===== src/pkg/serial_pkg.sv =====
// Shared constants and types of the serial port control and status block.
// Assumes one 250 MHz system clock and an Avalon-MM slave port with 32-bit data.
package serial_pkg;

   // Timing: oversampled bit clock derived from the system clock
   localparam int CLK_HZ    = 250_000_000;
   localparam int BAUD_HZ   = 115_200;
   localparam int OVS_RATE  = 16;
   localparam int OVS_DIV   = CLK_HZ / (BAUD_HZ * OVS_RATE);
   localparam logic [3:0] SUB_LAST = 4'hF;   // Last oversample slot of a bit
   localparam logic [3:0] SUB_MID  = 4'h7;   // Middle of the start bit
   localparam logic [3:0] DATA_LAST8 = 4'h7; // Index of the last data bit, 8-bit mode
   localparam logic [3:0] DATA_LAST9 = 4'h8; // Index of the last shifted bit, 9-bit mode

   // Register map: byte offsets on the slave port
   localparam logic [3:0] CTRL_OFS  = 4'h0;
   localparam logic [3:0] DATA_OFS  = 4'h4;
   localparam logic [7:0] CTRL_RESET = 8'h00;
   localparam int         DATA_BUSY_BIT = 8;

   // Control and status register layout, bit 7 down to bit 0
   typedef struct packed {
      logic irq_enable;
      logic nine_bit_mode;
      logic multiprocessor_stop_check;
      logic receiver_enable_control;
      logic transmit_ninth_bit;
      logic receive_ninth_bit;
      logic transmit_complete_flag;
      logic receive_complete_flag;
   } ctrl_t;

   typedef enum logic [2:0] {
      TX_IDLE  = 3'h0,
      TX_START = 3'h1,
      TX_DATA  = 3'h3,
      TX_NINTH = 3'h2,
      TX_STOP  = 3'h6
   } tx_state_t;

   typedef enum logic [1:0] {
      RX_IDLE  = 2'h0,
      RX_START = 2'h1,
      RX_DATA  = 2'h3,
      RX_STOP  = 2'h2
   } rx_state_t;

endpackage


===== src/hdl/serial_port.sv =====
// Asynchronous serial port with 8-bit and 9-bit frames and its control/status register.
// Assumes rxd_in is already synchronous to clk_in and an Avalon-MM master with waitrequest.
//
// Local design decisions: the Avalon-MM interface to the registers and the register offsets.
`timescale 1ns/1ps

module serial_port #(
   parameter int OVS_DIV = serial_pkg::OVS_DIV
) (
   // Clock and reset
   input  wire logic        clk_in,
   input  wire logic        rst_in,
   // Avalon-MM slave
   input  wire logic [3:0]  avs_address_in,
   input  wire logic        avs_read_in,
   input  wire logic        avs_write_in,
   input  wire logic [3:0]  avs_byteenable_in,
   input  wire logic [31:0] avs_writedata_in,
   output logic      [31:0] avs_readdata_out,
   output logic             avs_waitrequest_out,
   // Serial line and interrupt
   input  wire logic        rxd_in,
   output logic             txd_out,
   output logic             irq_out
);
   if (OVS_DIV < 2) begin : g_bad_div
      $error("serial_port: OVS_DIV must be at least 2");
   end

   // Word decode used by every access path
   function automatic logic hit(input logic [3:0] addr, input logic [3:0] ofs);
      hit = (addr[3:2] == ofs[3:2]);
   endfunction

   logic ovs_tick;

   tick_divider #(.DIV(OVS_DIV)) u_div (
      .clk_in   (clk_in),
      .rst_in   (rst_in),
      .tick_out (ovs_tick)
   );

   // ---------------- Bus slave ----------------
   logic        wait_r;
   logic        wait_nxt;
   logic [31:0] rdata_r;
   logic [31:0] rdata_nxt;
   logic        acc;
   logic        ctrl_wr;
   logic        data_wr;
   serial_pkg::ctrl_t     ctrl_r;
   serial_pkg::ctrl_t     ctrl_nxt;
   logic [7:0]            rx_byte_r;
   logic [7:0]            rx_byte_nxt;
   serial_pkg::tx_state_t tx_st_r;
   serial_pkg::tx_state_t tx_st_nxt;

   // One wait cycle per request; the access completes on the edge that sees waitrequest low
   always_comb begin
      wait_nxt  = !((avs_read_in || avs_write_in) && wait_r);
      acc       = (avs_read_in || avs_write_in) && !wait_r;
      ctrl_wr   = acc && avs_write_in && avs_byteenable_in[0] && hit(avs_address_in, serial_pkg::CTRL_OFS);
      data_wr   = acc && avs_write_in && avs_byteenable_in[0] && hit(avs_address_in, serial_pkg::DATA_OFS);
      rdata_nxt = rdata_r;
      if (avs_read_in && wait_r) begin
         rdata_nxt = 32'h0000_0000; // Unmapped words read as zero
         if (hit(avs_address_in, serial_pkg::CTRL_OFS)) begin
            rdata_nxt[7:0] = ctrl_r;
         end else if (hit(avs_address_in, serial_pkg::DATA_OFS)) begin
            rdata_nxt[7:0] = rx_byte_r;
            rdata_nxt[serial_pkg::DATA_BUSY_BIT] = (tx_st_r != serial_pkg::TX_IDLE);
         end
      end
   end

   always_ff @(posedge clk_in) begin
      if (rst_in) begin
         wait_r  <= 1'b1;
         rdata_r <= 32'h0000_0000;
      end else begin
         wait_r  <= wait_nxt;
         rdata_r <= rdata_nxt;
      end
   end

   assign avs_waitrequest_out = wait_r;
   assign avs_readdata_out    = rdata_r;

   // ---------------- Transmitter ----------------
   logic [3:0] tx_sub_r;
   logic [3:0] tx_sub_nxt;
   logic [3:0] tx_cnt_r;
   logic [3:0] tx_cnt_nxt;
   logic [7:0] tx_sh_r;
   logic [7:0] tx_sh_nxt;
   logic       tx_nine_r;
   logic       tx_nine_nxt;
   logic       tx_bit9_r;
   logic       tx_bit9_nxt;
   logic       txd_nxt;
   logic       tx_set;

   // Mode and ninth bit are latched at frame start so a mid-frame write cannot tear a frame
   always_comb begin
      tx_st_nxt   = tx_st_r;
      tx_sub_nxt  = tx_sub_r;
      tx_cnt_nxt  = tx_cnt_r;
      tx_sh_nxt   = tx_sh_r;
      tx_nine_nxt = tx_nine_r;
      tx_bit9_nxt = tx_bit9_r;
      txd_nxt     = txd_out;
      tx_set      = 1'b0;
      if (tx_st_r != serial_pkg::TX_IDLE && ovs_tick) begin
         tx_sub_nxt = tx_sub_r + 4'h1;
      end
      case (tx_st_r)
         serial_pkg::TX_IDLE: begin
            if (data_wr) begin // Writes while busy are dropped
               tx_st_nxt   = serial_pkg::TX_START;
               tx_sub_nxt  = 4'h0;
               tx_sh_nxt   = avs_writedata_in[7:0];
               tx_nine_nxt = ctrl_r.nine_bit_mode;
               tx_bit9_nxt = ctrl_r.transmit_ninth_bit;
               txd_nxt     = 1'b0;
            end
         end
         serial_pkg::TX_START: begin
            if (ovs_tick && tx_sub_r == serial_pkg::SUB_LAST) begin
               tx_st_nxt  = serial_pkg::TX_DATA;
               tx_cnt_nxt = 4'h0;
               txd_nxt    = tx_sh_r[0];
            end
         end
         serial_pkg::TX_DATA: begin
            if (ovs_tick && tx_sub_r == serial_pkg::SUB_LAST) begin
               tx_cnt_nxt = tx_cnt_r + 4'h1;
               tx_sh_nxt  = {1'b0, tx_sh_r[7:1]};
               txd_nxt    = tx_sh_r[1];
               if (tx_cnt_r == serial_pkg::DATA_LAST8) begin
                  if (tx_nine_r) begin
                     tx_st_nxt = serial_pkg::TX_NINTH;
                     txd_nxt   = tx_bit9_r;
                  end else begin
                     tx_st_nxt = serial_pkg::TX_STOP;
                     txd_nxt   = 1'b1;
                     tx_set    = 1'b1;
                  end
               end
            end
         end
         serial_pkg::TX_NINTH: begin
            if (ovs_tick && tx_sub_r == serial_pkg::SUB_LAST) begin
               tx_st_nxt = serial_pkg::TX_STOP;
               txd_nxt   = 1'b1;
               tx_set    = 1'b1;
            end
         end
         serial_pkg::TX_STOP: begin
            if (ovs_tick && tx_sub_r == serial_pkg::SUB_LAST) begin
               tx_st_nxt = serial_pkg::TX_IDLE;
            end
         end
         default: begin
            tx_st_nxt = serial_pkg::TX_IDLE;
            txd_nxt   = 1'b1;
         end
      endcase
   end

   always_ff @(posedge clk_in) begin
      if (rst_in) begin
         tx_st_r   <= serial_pkg::TX_IDLE;
         tx_sub_r  <= 4'h0;
         tx_cnt_r  <= 4'h0;
         tx_sh_r   <= 8'h00;
         tx_nine_r <= 1'b0;
         tx_bit9_r <= 1'b0;
         txd_out   <= 1'b1;
      end else begin
         tx_st_r   <= tx_st_nxt;
         tx_sub_r  <= tx_sub_nxt;
         tx_cnt_r  <= tx_cnt_nxt;
         tx_sh_r   <= tx_sh_nxt;
         tx_nine_r <= tx_nine_nxt;
         tx_bit9_r <= tx_bit9_nxt;
         txd_out   <= txd_nxt;
      end
   end

   // ---------------- Receiver ----------------
   serial_pkg::rx_state_t rx_st_r;
   serial_pkg::rx_state_t rx_st_nxt;
   logic [3:0] rx_sub_r;
   logic [3:0] rx_sub_nxt;
   logic [3:0] rx_cnt_r;
   logic [3:0] rx_cnt_nxt;
   logic [8:0] rx_sh_r;
   logic [8:0] rx_sh_nxt;
   logic       rx_nine_r;
   logic       rx_nine_nxt;
   logic       rx_done;
   logic       ninth_val;
   logic       rx_set;

   // Start is checked again at mid-bit so a short glitch does not open a frame
   always_comb begin
      rx_st_nxt   = rx_st_r;
      rx_sub_nxt  = rx_sub_r;
      rx_cnt_nxt  = rx_cnt_r;
      rx_sh_nxt   = rx_sh_r;
      rx_nine_nxt = rx_nine_r;
      rx_done     = 1'b0;
      if (rx_st_r != serial_pkg::RX_IDLE && ovs_tick) begin
         rx_sub_nxt = rx_sub_r + 4'h1;
      end
      case (rx_st_r)
         serial_pkg::RX_IDLE: begin
            if (ctrl_r.receiver_enable_control && !rxd_in) begin
               rx_st_nxt   = serial_pkg::RX_START;
               rx_sub_nxt  = 4'h0;
               rx_nine_nxt = ctrl_r.nine_bit_mode;
            end
         end
         serial_pkg::RX_START: begin
            if (ovs_tick && rx_sub_r == serial_pkg::SUB_MID) begin
               rx_st_nxt  = rxd_in ? serial_pkg::RX_IDLE : serial_pkg::RX_DATA;
               rx_sub_nxt = 4'h0;
               rx_cnt_nxt = 4'h0;
            end
         end
         serial_pkg::RX_DATA: begin
            if (ovs_tick && rx_sub_r == serial_pkg::SUB_LAST) begin
               rx_sh_nxt  = {rxd_in, rx_sh_r[8:1]};
               rx_cnt_nxt = rx_cnt_r + 4'h1;
               if (rx_cnt_r == (rx_nine_r ? serial_pkg::DATA_LAST9 : serial_pkg::DATA_LAST8)) begin
                  rx_st_nxt = serial_pkg::RX_STOP;
               end
            end
         end
         serial_pkg::RX_STOP: begin
            if (ovs_tick && rx_sub_r == serial_pkg::SUB_LAST) begin
               rx_done   = 1'b1;
               rx_st_nxt = serial_pkg::RX_IDLE;
            end
         end
         default: rx_st_nxt = serial_pkg::RX_IDLE;
      endcase
      ninth_val = rx_nine_r ? rx_sh_r[8] : rxd_in;
      rx_set    = rx_done && ctrl_r.receiver_enable_control
                  && (!ctrl_r.multiprocessor_stop_check || ninth_val);
   end

   always_ff @(posedge clk_in) begin
      if (rst_in) begin
         rx_st_r   <= serial_pkg::RX_IDLE;
         rx_sub_r  <= 4'h0;
         rx_cnt_r  <= 4'h0;
         rx_sh_r   <= 9'h000;
         rx_nine_r <= 1'b0;
      end else begin
         rx_st_r   <= rx_st_nxt;
         rx_sub_r  <= rx_sub_nxt;
         rx_cnt_r  <= rx_cnt_nxt;
         rx_sh_r   <= rx_sh_nxt;
         rx_nine_r <= rx_nine_nxt;
      end
   end

   // ---------------- Control/status register and interrupt ----------------
   logic irq_nxt;

   // Hardware sets are applied after the software write so a set never loses to a clear
   always_comb begin
      ctrl_nxt    = ctrl_r;
      rx_byte_nxt = rx_byte_r;
      if (ctrl_wr) begin
         ctrl_nxt = avs_writedata_in[7:0];
      end
      if (tx_set) begin
         ctrl_nxt.transmit_complete_flag = 1'b1;
      end
      if (rx_set) begin
         ctrl_nxt.receive_complete_flag = 1'b1;
         ctrl_nxt.receive_ninth_bit     = ninth_val;
         rx_byte_nxt = rx_nine_r ? rx_sh_r[7:0] : rx_sh_r[8:1];
      end
      irq_nxt = ctrl_nxt.irq_enable
                && (ctrl_nxt.transmit_complete_flag || ctrl_nxt.receive_complete_flag);
   end

   always_ff @(posedge clk_in) begin
      if (rst_in) begin
         ctrl_r    <= serial_pkg::CTRL_RESET;
         rx_byte_r <= 8'h00;
         irq_out   <= 1'b0;
      end else begin
         ctrl_r    <= ctrl_nxt;
         rx_byte_r <= rx_byte_nxt;
         irq_out   <= irq_nxt;
      end
   end
endmodule


===== src/hdl/tick_divider.sv =====
// Divider that turns the system clock into a one-cycle enable pulse.
// Assumes a synchronous active-high reset on the same clock.
`timescale 1ns/1ps
module tick_divider #(
   parameter int DIV = 135
) (
   // Clock and reset
   input  wire logic clk_in,
   input  wire logic rst_in,
   // Enable pulse, one cycle in every DIV
   output logic      tick_out
);
   localparam int CW = $clog2(DIV);

   logic [CW-1:0] cnt_r;
   logic [CW-1:0] cnt_nxt;
   logic          tick_nxt;

   if (DIV < 2) begin : g_bad_div
      $error("tick_divider: DIV must be at least 2");
   end

   // Count down so the compare is against a constant zero
   always_comb begin
      cnt_nxt  = cnt_r - 1'b1;
      tick_nxt = 1'b0;
      if (cnt_r == '0) begin
         cnt_nxt  = CW'(DIV - 1);
         tick_nxt = 1'b1;
      end
   end

   always_ff @(posedge clk_in) begin
      if (rst_in) begin
         cnt_r    <= CW'(DIV - 1);
         tick_out <= 1'b0;
      end else begin
         cnt_r    <= cnt_nxt;
         tick_out <= tick_nxt;
      end
   end
endmodule


===== config.mk =====
export PLATFORM = sky130hd
export DESIGN_NAME = serial_port
export DESIGN_NICKNAME = d
export VERILOG_FILES = /design/src/pkg/serial_pkg.sv /design/src/hdl/serial_port.sv /design/src/hdl/tick_divider.sv
export SDC_FILE = /design/constraint.sdc
export NUM_CORES = 1
export LEC_CHECK = 0
export BUFFER_PORTS_ARGS = -buffer_cell sky130_fd_sc_hd__clkbuf_2
export CAP_MARGIN = 15
export CELL_PAD_IN_SITES_DETAIL_PLACEMENT = 1
export CELL_PAD_IN_SITES_GLOBAL_PLACEMENT = 1
export CORE_MARGIN = 3
export CORE_UTILIZATION = 36
export DETAILED_ROUTE_END_ITERATION = 6
export GPL_TIMING_DRIVEN = 0
export HOLD_SLACK_MARGIN = 0.12
export PLACE_DENSITY = 0.83
export SKIP_LAST_GASP = 1
export SLEW_MARGIN = 20
export SYNTH_ARGS = -nofsm -noshare
export SYNTH_HDL_FRONTEND = slang
export SYNTH_SLANG_ARGS = --single-unit

===== constraint.sdc =====
create_clock -name clk_in -period 1.5 [get_ports clk_in]
set_input_delay 0.15 -clock clk_in [delete_from_list [all_inputs] [get_ports clk_in]]
set_output_delay 0.15 -clock clk_in [all_outputs]
set_load 0.02 [all_outputs]

# [After elaboration in Yosys (flattened, before gate mapping)]
# Index checks and enable logic that the tools add are counted.
[classes] eq_ne=24 order_cmp=0 n_addsub=5 n_bitwise=1 n_reduce_logical=43 multipliers=0 muxes=56 n_div=0 shift=0
[op_table] operator="4-bit two-way mux" count=11
[op_table] operator="8-bit two-way mux" count=5
[op_table] operator="4-bit case mux with 2 select lines" count=3
[op_table] operator="2-bit inequality test (second input constant)" count=11
[op_table] operator="3-bit two-way mux" count=7
[op_table] operator="1-bit two-way mux" count=18
[op_table] operator="4-bit by 1-bit adder with 4-bit output (second input constant)" count=4
[op_table] operator="1-bit logical AND" count=16
[op_table] operator="8-bit case mux with 2 select lines" count=1
[op_table] operator="3-bit case mux with 5 select lines" count=1
[op_table] operator="2-bit two-way mux" count=6
[op_table] operator="5-bit AND reduction" count=2
[op_table] operator="2-bit nonzero test" count=5
[op_table] operator="9-bit two-way mux" count=1
[op_table] operator="3-bit AND reduction" count=3
[op_table] operator="4-bit by 3-bit == test with 1-bit output (second input constant)" count=2
[op_table] operator="4-bit == test (second input constant)" count=2
[op_table] operator="8-bit logical NOT" count=1
[op_table] operator="2-bit case mux with 4 select lines" count=1
[op_table] operator="8-bit by 1-bit subtractor with 8-bit output (second input constant)" count=1
[op_table] operator="3-bit by 2-bit == test with 1-bit output (second input constant)" count=2
[op_table] operator="2-bit AND reduction" count=3
[op_table] operator="6-bit AND reduction" count=1
[op_table] operator="1-bit case mux with 5 select lines" count=1
[op_table] operator="other kinds (13)" count=21
[totals] reg_bits=78 latchBits=0 romBits=0 n_memories=0 out_inout_bits=35 ramBits=0 elab_cells=155

# [Depth between registers and ports, before layout]
# Gate-level depths: netlist of the first run.
[depth] ltp_word=9 mapped_depth=7 depth_no_buf=6

# [By module]
# Synthesis of the first run repeated with hierarchy kept, for this count alone.
[hier_totals] cells_unflattened=412 area_unflattened_um2=3802.4
[modules_own_cells] module="serial_port" cells_per_inst=367 instances=1 area_per_inst_um2=3395.8
[modules_own_cells] module="tick_divider" cells_per_inst=45 instances=1 area_per_inst_um2=406.6

# [Worst setup path before layout of the first run]
# Ideal clock, no wire load.
[synth_timing] path_kind="reg2reg" startpoint="reg rx_sub_r[0]" endpoint="reg rx_byte_r[5]" path_slack_ns=-0.094 required_ns=1.414 arrival_ns=1.509 stages_incl_launch_ff=7 path_buffers=1 setup_time_ns=0.086 path_cell_list="dfxtp_1 -> ha_1 -> nand3_1 -> a2111oi_4 -> buf_6 -> nor2_1 -> a211oi_1"
[synth_via] elab_chain_len=6
[synth_rtl] item="start, declared" line_no="serial_port.sv:193" source="logic [3:0] rx_sub_r;"
[synth_rtl] item="start signal, assigned" line_no="serial_port.sv:262" source="rx_sub_r <= rx_sub_nxt;"
[synth_rtl] item="4-bit == test" line_no="serial_port.sv:241" source="if (ovs_tick && rx_sub_r == serial_pkg::SUB_LAST) begin"
[synth_rtl] item="1-bit logical AND" line_no="serial_port.sv:241"
[synth_rtl] item="1-bit two-way mux" line_no="serial_port.sv:241"
[synth_rtl] item="1-bit two-way mux" line_no="serial_port.sv:216" source="case (rx_st_r)"
[synth_rtl] item="1-bit logical AND" line_no="serial_port.sv:249" source="rx_set = rx_done && ctrl_r.receiver_enable_control"
[synth_rtl] item="1-bit logical AND" line_no="serial_port.sv:250" source="&& (!ctrl_r.multiprocessor_stop_check || ninth_val);"
[synth_rtl] item="end signal, assigned" line_no="serial_port.sv:298" source="rx_byte_r <= rx_byte_nxt;"
[synth_rtl] item="end, declared" line_no="serial_port.sv:53" source="logic [7:0] rx_byte_r;"
# Every way passes these cells.
# A chain may end at the register's enable or synchronous reset.

# [Worst setup path in the final report of the first run]
[layout_timing] startpoint="reg u_div.cnt_r[2]" endpoint="reg u_div.tick_out"
[layout_via] elab_chain_len=2
[layout_rtl] item="start, declared" line_no="tick_divider.sv:15" source="logic [CW-1:0] cnt_r;"
[layout_rtl] item="start signal, assigned" line_no="tick_divider.sv:35" source="cnt_r <= CW'(DIV - 1);"
[layout_rtl] item="start signal, assigned" line_no="tick_divider.sv:38" source="cnt_r <= cnt_nxt;"
[layout_rtl] item="8-bit logical NOT" line_no="tick_divider.sv:27" source="if (cnt_r == '0) begin"
[layout_rtl] item="1-bit two-way mux" line_no="tick_divider.sv:27"
[layout_rtl] item="end signal, assigned" line_no="tick_divider.sv:39" source="tick_out <= tick_nxt;"
[layout_rtl] item="end, declared" line_no="tick_divider.sv:11" source="output logic tick_out"
# Every way passes these cells.

==> flow_summary.yaml, run 1 <==
run_status:
  outcome: "complete, but fails checks"
  violations: "negative setup slack"
layout:
  drive_gt1_share_pct: 33.8
  final_design_area_no_fill_sq_um: 5080
  antenna_cells: 0
  final_nets: 585
  fill_cells: 1150
  fin_cells: 671
  area_growth_pct: 35.1
sta:
  finalSetupViolCount: 18
  max-slew-margin-rel_pct: 53.8
  period_minus_slack_ns: 1.57
  fmax_mhz: 638
  worst_pin_slew_ns: 0.692
  fin_ws_ns: -0.0685
  rsz0062_at_grt: "yes"
  drv_slew: 0
  fin_crit_sh_pct: 105
  clock_skew_ns: 0.00435
  hold_viol_final: 0
synth:
  yosysMostFrequentCell: "dfxtp_1"
  ys_ff_latch: 78
  ys_seq_area_share_pct: 41.5
  syn_avg_cell_area_sq_um: 8.48
  synth_area_leaders: "dfxtp_1 42%, mux2i_1 5.6%, buf_4 4.6%, nand2_1 4.6%, a21oi_1 4.5%"
  yosys.area.top_type: "dfxtp_1"
  synth_area_sq_um: 3760
  synth_fa_ha_area_share_pct: 2.00
  synthMuxAreaShare_pct: 7.99
  ys.flop_type: "dfxtp_1"
  synth_cell_types: 49
  synth_common_cells: "78 x dfxtp_1, 46 x nand2_1, 45 x nor2_1"
  synth_top_family_by_area: "simple AND/OR/NAND/NOR gates"
  synthArstFlopShare_pct: 0
  yosys_warnings: 0
  synth_compound_area_share_pct: 16.2
  synth_cells: 443
  synth_top_area_share_pct: 41.5
  synth-edff-count: 0
  synth-xor-area-share_pct: 2.56
  synth_simple_gate_area_share_pct: 21.4
global_route:
  grt.busiest_layer: "met2"
  grt_antenna_before_repair: 0
  track_usage_pct: 20.5
  use_met1_pct: 23.0
  grt_pass1_vias: 3766
  grt_max_degree: 14
  grt_pass1_wl_mm: 18.9
  grt_use_met2_pct: 38.3
  use_met3_pct: 4.66
  gr-total-overflow: 0
setup_path:
  end_kind: "register"
  cp_data_arrival_time_ns: 1.87
  start_kind: "register"
  required_ns: 1.80
  critPathKind: "reg -> reg"
  path_max_fanout: 3
die:
  dieArea_sq_um: 11700
  initial_core_util_pct: 37.8
  io_pins: 80
  core-area_sq_um: 9950
  placementRows: 36
  die_w_um: 108
  die_h_um: 108
pwr:
  switching_share_pct: 26.8
  pwr-share-clk_pct: 37.6
  power_density_nw_per_um2: 814
  peakVddDrop_uv: 507
  power_frac_comb_pct: 11.3
  p_leak_nw: 1.89
  internal_power_w: 0.00303
  power_frac_seq_pct: 51.1
  p_sw_w: 0.00111
placed_design:
  port_buffers: 26
  post_dp_cell_area_sq_um: 4200
  dpl.hpwl_mm: 7.82
  gp_congestion: 0.772
  dp_cells: 624
clocking:
  cts-root-buf: "clkbuf_8"
  cts_sinks: 78
  cts_tree: "built"
  path_clk_slew_ns: 0.08
  cts_max_level: 3
  clockBufferDepth: 2
  insertion_delay_ns: 0.36
  cts_buffers: 9
route:
  drt_wl_total_mm: 12.5
  post-route-drc-count: 0
  vias: 3609
  vias_per_cell: 5.38
  postRouteAntennaNets: 0
  routedWlPerCell_um: 18.7
  first_pass_iters: 4
  drtIter0Drc: 213
run:
  drv_cap: 0
hold_path:
  worstHoldPathType: "in -> reg"
[power groups by stage]
stage / combinational, W / sequential (W) / clock, W
2_1_floorplan: 0.000263 / 0.00217 / 0
3_3_place_gp: 0.000352 / 0.00217 / 0
3_5_place_dp: 0.000364 / 0.00217 / 0
4_1_cts: 0.000417 / 0.00212 / 0.00157
5_1_grt: 0.000502 / 0.00212 / 0.00167
6_report: 0.000465 / 0.00211 / 0.00156
[cell families (layout without fill, tap and decap cells)]
group | count (synthesis) | in the layout
AND/OR/NAND/NOR | 165 | 165
flip-flops | 78 | 78
adder cells (fa/ha/maj) | 6 | 6
multiplexers | 29 | 29
other | 1 | 23
buffers and inverters | 57 | 130
XOR/XNOR | 11 | 11
AO/OA/AOI/OAI | 96 | 96
[sequential cells by signal, indices dropped and copies added (netlist names), 8 cells and up]
| name | flops |
|---|---|
| rx_sh_r | 9 |
| avs_readdata_out | 9 |
| tx_sh_r | 8 |
| rx_byte_r | 8 |
| u_div.cnt_r | 8 |
| ctrl_r | 8 |
[critical path, stage by stage (launching register included)]
cell	delay, ns
dfxtp_2	0.33
or4_4	0.57
nor4b_4	0.31
buf_4	0.18
and2_4	0.13
[final cells by class]
type / instances / area (sq um) / share of cell area (%)
buffer: 45 / 313 / 6.16
clock buffer: 9 / 124 / 2.44
tap: 133 / 166 / 3.28
inverter: 9 / 33.8 / 0.665
multi-input combinational: 330 / 2330 / 45.8
sequential: 78 / 1600 / 31.5
timing repair buffer: 61 / 452 / 8.90
clock inverter: 6 / 63.8 / 1.26
[layer usage]
layer  wire, um  part of all wire (%)  up-vias
met2       6690                    53       63
met5          0                     0        -
met3        410                   3.3       24
met1       5130                    41     1817
met4        296                   2.4        0
li1           -                     -     1705
[placed cells by master, fill, tap and decap left out, types with 10 or more instances in the layout]
| master | instances |
|---|---|
| a211oi_1 | 12 |
| a21oi_1 | 30 |
| o21ai_0 | 13 |
| clkbuf_8 | 10 |
| nor2_1 | 40 |
| conb_1 | 23 |
| mux2i_1 | 18 |
| dfxtp_1 | 62 |
| buf_4 | 43 |
| nand2_1 | 45 |
| nand3_1 | 10 |
| clkbuf_2 | 31 |
[path summary, 6_finish.rpt]
| path | startpoint | end | slack, ns | depth (start not counted) |
|---|---|---|---|---|
| worst max-delay path | u_div.cnt_r[2]$_SDFF_PP1_ | u_div.tick_out$_SDFF_PP0_ | -0.07 | 4 |
| worst max register to register | u_div.cnt_r[2]$_SDFF_PP1_ | u_div.tick_out$_SDFF_PP0_ | -0.07 | 4 |
| worst min-delay path | rst_in | u_div.cnt_r[5]$_SDFF_PP0_ | 0.16 | 3 |
| worst min register to register | rx_sh_r[0]$_SDFFE_PP0P_ | rx_sh_r[0]$_SDFFE_PP0P_ | 0.46 | 2 |
[through the flow]
| stage | power [W] | hold slack [ns] | util (%) | TNS [ns] | worst slack, ns |
|---|---|---|---|---|---|
| finish | 0.00413 | 0.157 | 51.0 | -0.806 | -0.0685 |
| global route | 0.00429 | 0.177 | 51.0 | -2.83 | -0.137 |
| CTS | 0.00411 | 0.147 | 47.8 | -0.241 | -0.0479 |
| detailed placement | 0.00254 | 0.406 | 42.2 | -12.46 | -0.429 |
| global placement | 0.00252 | 0.369 | 42.2 | -9.99 | -0.409 |
| floorplan | 0.00243 | 0.266 | - | -0.110 | -0.0543 |
[timing repair]
item,CTS,global route
pin swaps,19,32
gates resized for setup,48,78
cloned,1,0
endpoints found under the hold margin,7,0
buffers inserted,16,11
endpoints found under the setup margin,59,61
hold buffers,7,0
Power figures use the tool's default switching activity.
==> run 2: changes to the inputs <==
--- a/config.mk
+++ b/config.mk
@@ -10,11 +10,13 @@
 export CELL_PAD_IN_SITES_DETAIL_PLACEMENT = 1
 export CELL_PAD_IN_SITES_GLOBAL_PLACEMENT = 1
 export CORE_MARGIN = 3
-export CORE_UTILIZATION = 36
+export CORE_UTILIZATION = 38
+export CTS_BUF_LIST = sky130_fd_sc_hd__clkbuf_8
+export CTS_CLUSTER_SIZE = 10
 export DETAILED_ROUTE_END_ITERATION = 6
 export GPL_TIMING_DRIVEN = 0
 export HOLD_SLACK_MARGIN = 0.12
-export PLACE_DENSITY = 0.83
+export PLACE_DENSITY = 0.87
 export SKIP_LAST_GASP = 1
 export SLEW_MARGIN = 20
 export SYNTH_ARGS = -nofsm -noshare
==> flow_summary.yaml, run 2 (same netlist as run 1, synthesis figures left out) <==
run_status:
  outcome: "complete, but fails checks"
  violations: "negative setup slack"
die:
  die_w_um: 105
  die_h_um: 105
  io_pins: 80
  dieArea_sq_um: 11100
  initial_core_util_pct: 39.9
  placementRows: 35
  core-area_sq_um: 9420
global_route:
  use_met3_pct: 4.29
  gr-total-overflow: 0
  grt_pass1_vias: 3788
  track_usage_pct: 23.0
  grt_use_met2_pct: 41.1
  grt_pass1_wl_mm: 20.1
  grt_max_degree: 16
  grt.busiest_layer: "met2"
  use_met1_pct: 27.2
  grt_antenna_before_repair: 0
placed_design:
  dpl.hpwl_mm: 7.93
  gp_congestion: 0.813
  post_dp_cell_area_sq_um: 4190
  port_buffers: 26
  dp_cells: 620
setup_path:
  crit_path_top_delay_cell: "dfxtp_2"
  cp_slowest_stage_delay_ns: 0.35
  cp_data_arrival_time_ns: 1.83
  r2r_slack_ns: -0.1
  path_max_fanout: 8
  end_kind: "register"
  required_ns: 1.73
  critPathKind: "reg -> reg"
  crit_path_cell_trace: "nand4bb_4, nor2_4, mux2i_4, a311oi_2"
  crit_family: "simple AND/OR/NAND/NOR gates"
  start_kind: "register"
  critPathBufInv: 0
clocking:
  cts-root-buf: "clkbuf_8"
  cts_buffers: 9
  insertion_delay_ns: 0.37
  cts_tree: "built"
  path_clk_slew_ns: 0.09
  cts_max_level: 3
  cts_sinks: 78
  clockBufferDepth: 2
hold_path:
  worstHoldPathType: "in -> reg"
route:
  vias: 3760
  drtIter0Drc: 339
  first_pass_iters: 5
  routedWlPerCell_um: 21.0
  drt_wl_total_mm: 14.1
  vias_per_cell: 5.59
  post-route-drc-count: 0
  postRouteAntennaNets: 0
sta:
  drv_slew: 0
  fin_crit_sh_pct: 106
  fin_ws_ns: -0.0970
  max-slew-margin-rel_pct: 46.0
  hold_viol_final: 0
  finalSetupViolCount: 23
  period_minus_slack_ns: 1.60
  fmax_mhz: 626
  rsz0062_at_grt: "yes"
  clock_skew_ns: 0.0125
  worst_pin_slew_ns: 0.810
layout:
  final_common_cell: "dfxtp_1"
  fill_cells: 1098
  fin_cells: 673
  drive_gt1_share_pct: 33.5
  final_nets: 590
  final_cell_mix: "61 x dfxtp_1, 54 x buf_4, 44 x nand2_1"
  final_design_area_no_fill_sq_um: 5070
  fin_util_pct: 53.8
  antenna_cells: 0
  area_growth_pct: 34.8
pwr:
  power_density_nw_per_um2: 850
  peakVddDrop_uv: 584
  p_leak_nw: 1.89
run:
  drv_cap: 0
run 2: cell type report:
type / instances / area, sq um / area share [%]
multi-input cells: 330 / 2290 / 45.2
well taps: 129 / 161 / 3.19
clock inverters: 7 / 80.1 / 1.58
plain buffers: 44 / 295 / 5.83
flip-flops and latches: 78 / 1600 / 31.5
repair buffers: 67 / 484 / 9.56
inverters: 9 / 33.8 / 0.667
clock buffers: 9 / 124 / 2.44
run 2: power breakdown:
group          leakage [nW]  internal, W  switching [W]
registers             0.639      0.00209      0.0000320
logic                  1.15     0.000183       0.000297
clock network        0.0968     0.000789       0.000918
run 2: per-stage QoR:
stage | setup WS, ns | hold slack (ns) | total power [W] | setup TNS, ns
detailed placement | -0.459 | 0.386 | 0.00253 | -12.92
global route | -0.141 | 0.182 | 0.00445 | -2.54
global placement | -0.438 | 0.372 | 0.00252 | -10.06
finish | -0.0970 | 0.182 | 0.00431 | -0.753
floorplan | -0.0543 | 0.266 | 0.00243 | -0.110
CTS | -0.0663 | 0.153 | 0.00425 | -0.360
run 2: path summary, 6_finish.rpt:
check                            startpoint                       end  cells after the start
max          avs_waitrequest_out$_SDFF_PP1_        irq_out$_SDFF_PP0_                      4
min                     avs_writedata_in[0]   tx_sh_r[0]$_SDFFE_PP0P_                      3
min reg2reg        tx_cnt_r[1]$_SDFFE_PP0P_  tx_cnt_r[1]$_SDFFE_PP0P_                      2
max reg2reg  avs_waitrequest_out$_SDFF_PP1_        irq_out$_SDFF_PP0_                      4
run 2: tightest hold or removal path, delay by kind of cell:
family                 cells  cell delay, ns
multiplexers               1            0.14
AO/OA/AOI/OAI              1            0.10
buffers and inverters      1            0.12
run 2: per-layer routing:
layer	wire length (um)	up-vias
met5	0	-
met4	512	0
met3	768	50
met2	7220	141
met1	5610	1858
li1	-	1711
run 2: what timing repair did:
item,CTS,global route
pin swaps,13,27
setup endpoints to repair,59,64
buffers inserted,13,19
endpoints found under the hold margin,13,0
gates cloned,1,0
gates resized for setup,53,66
hold buffers,9,0
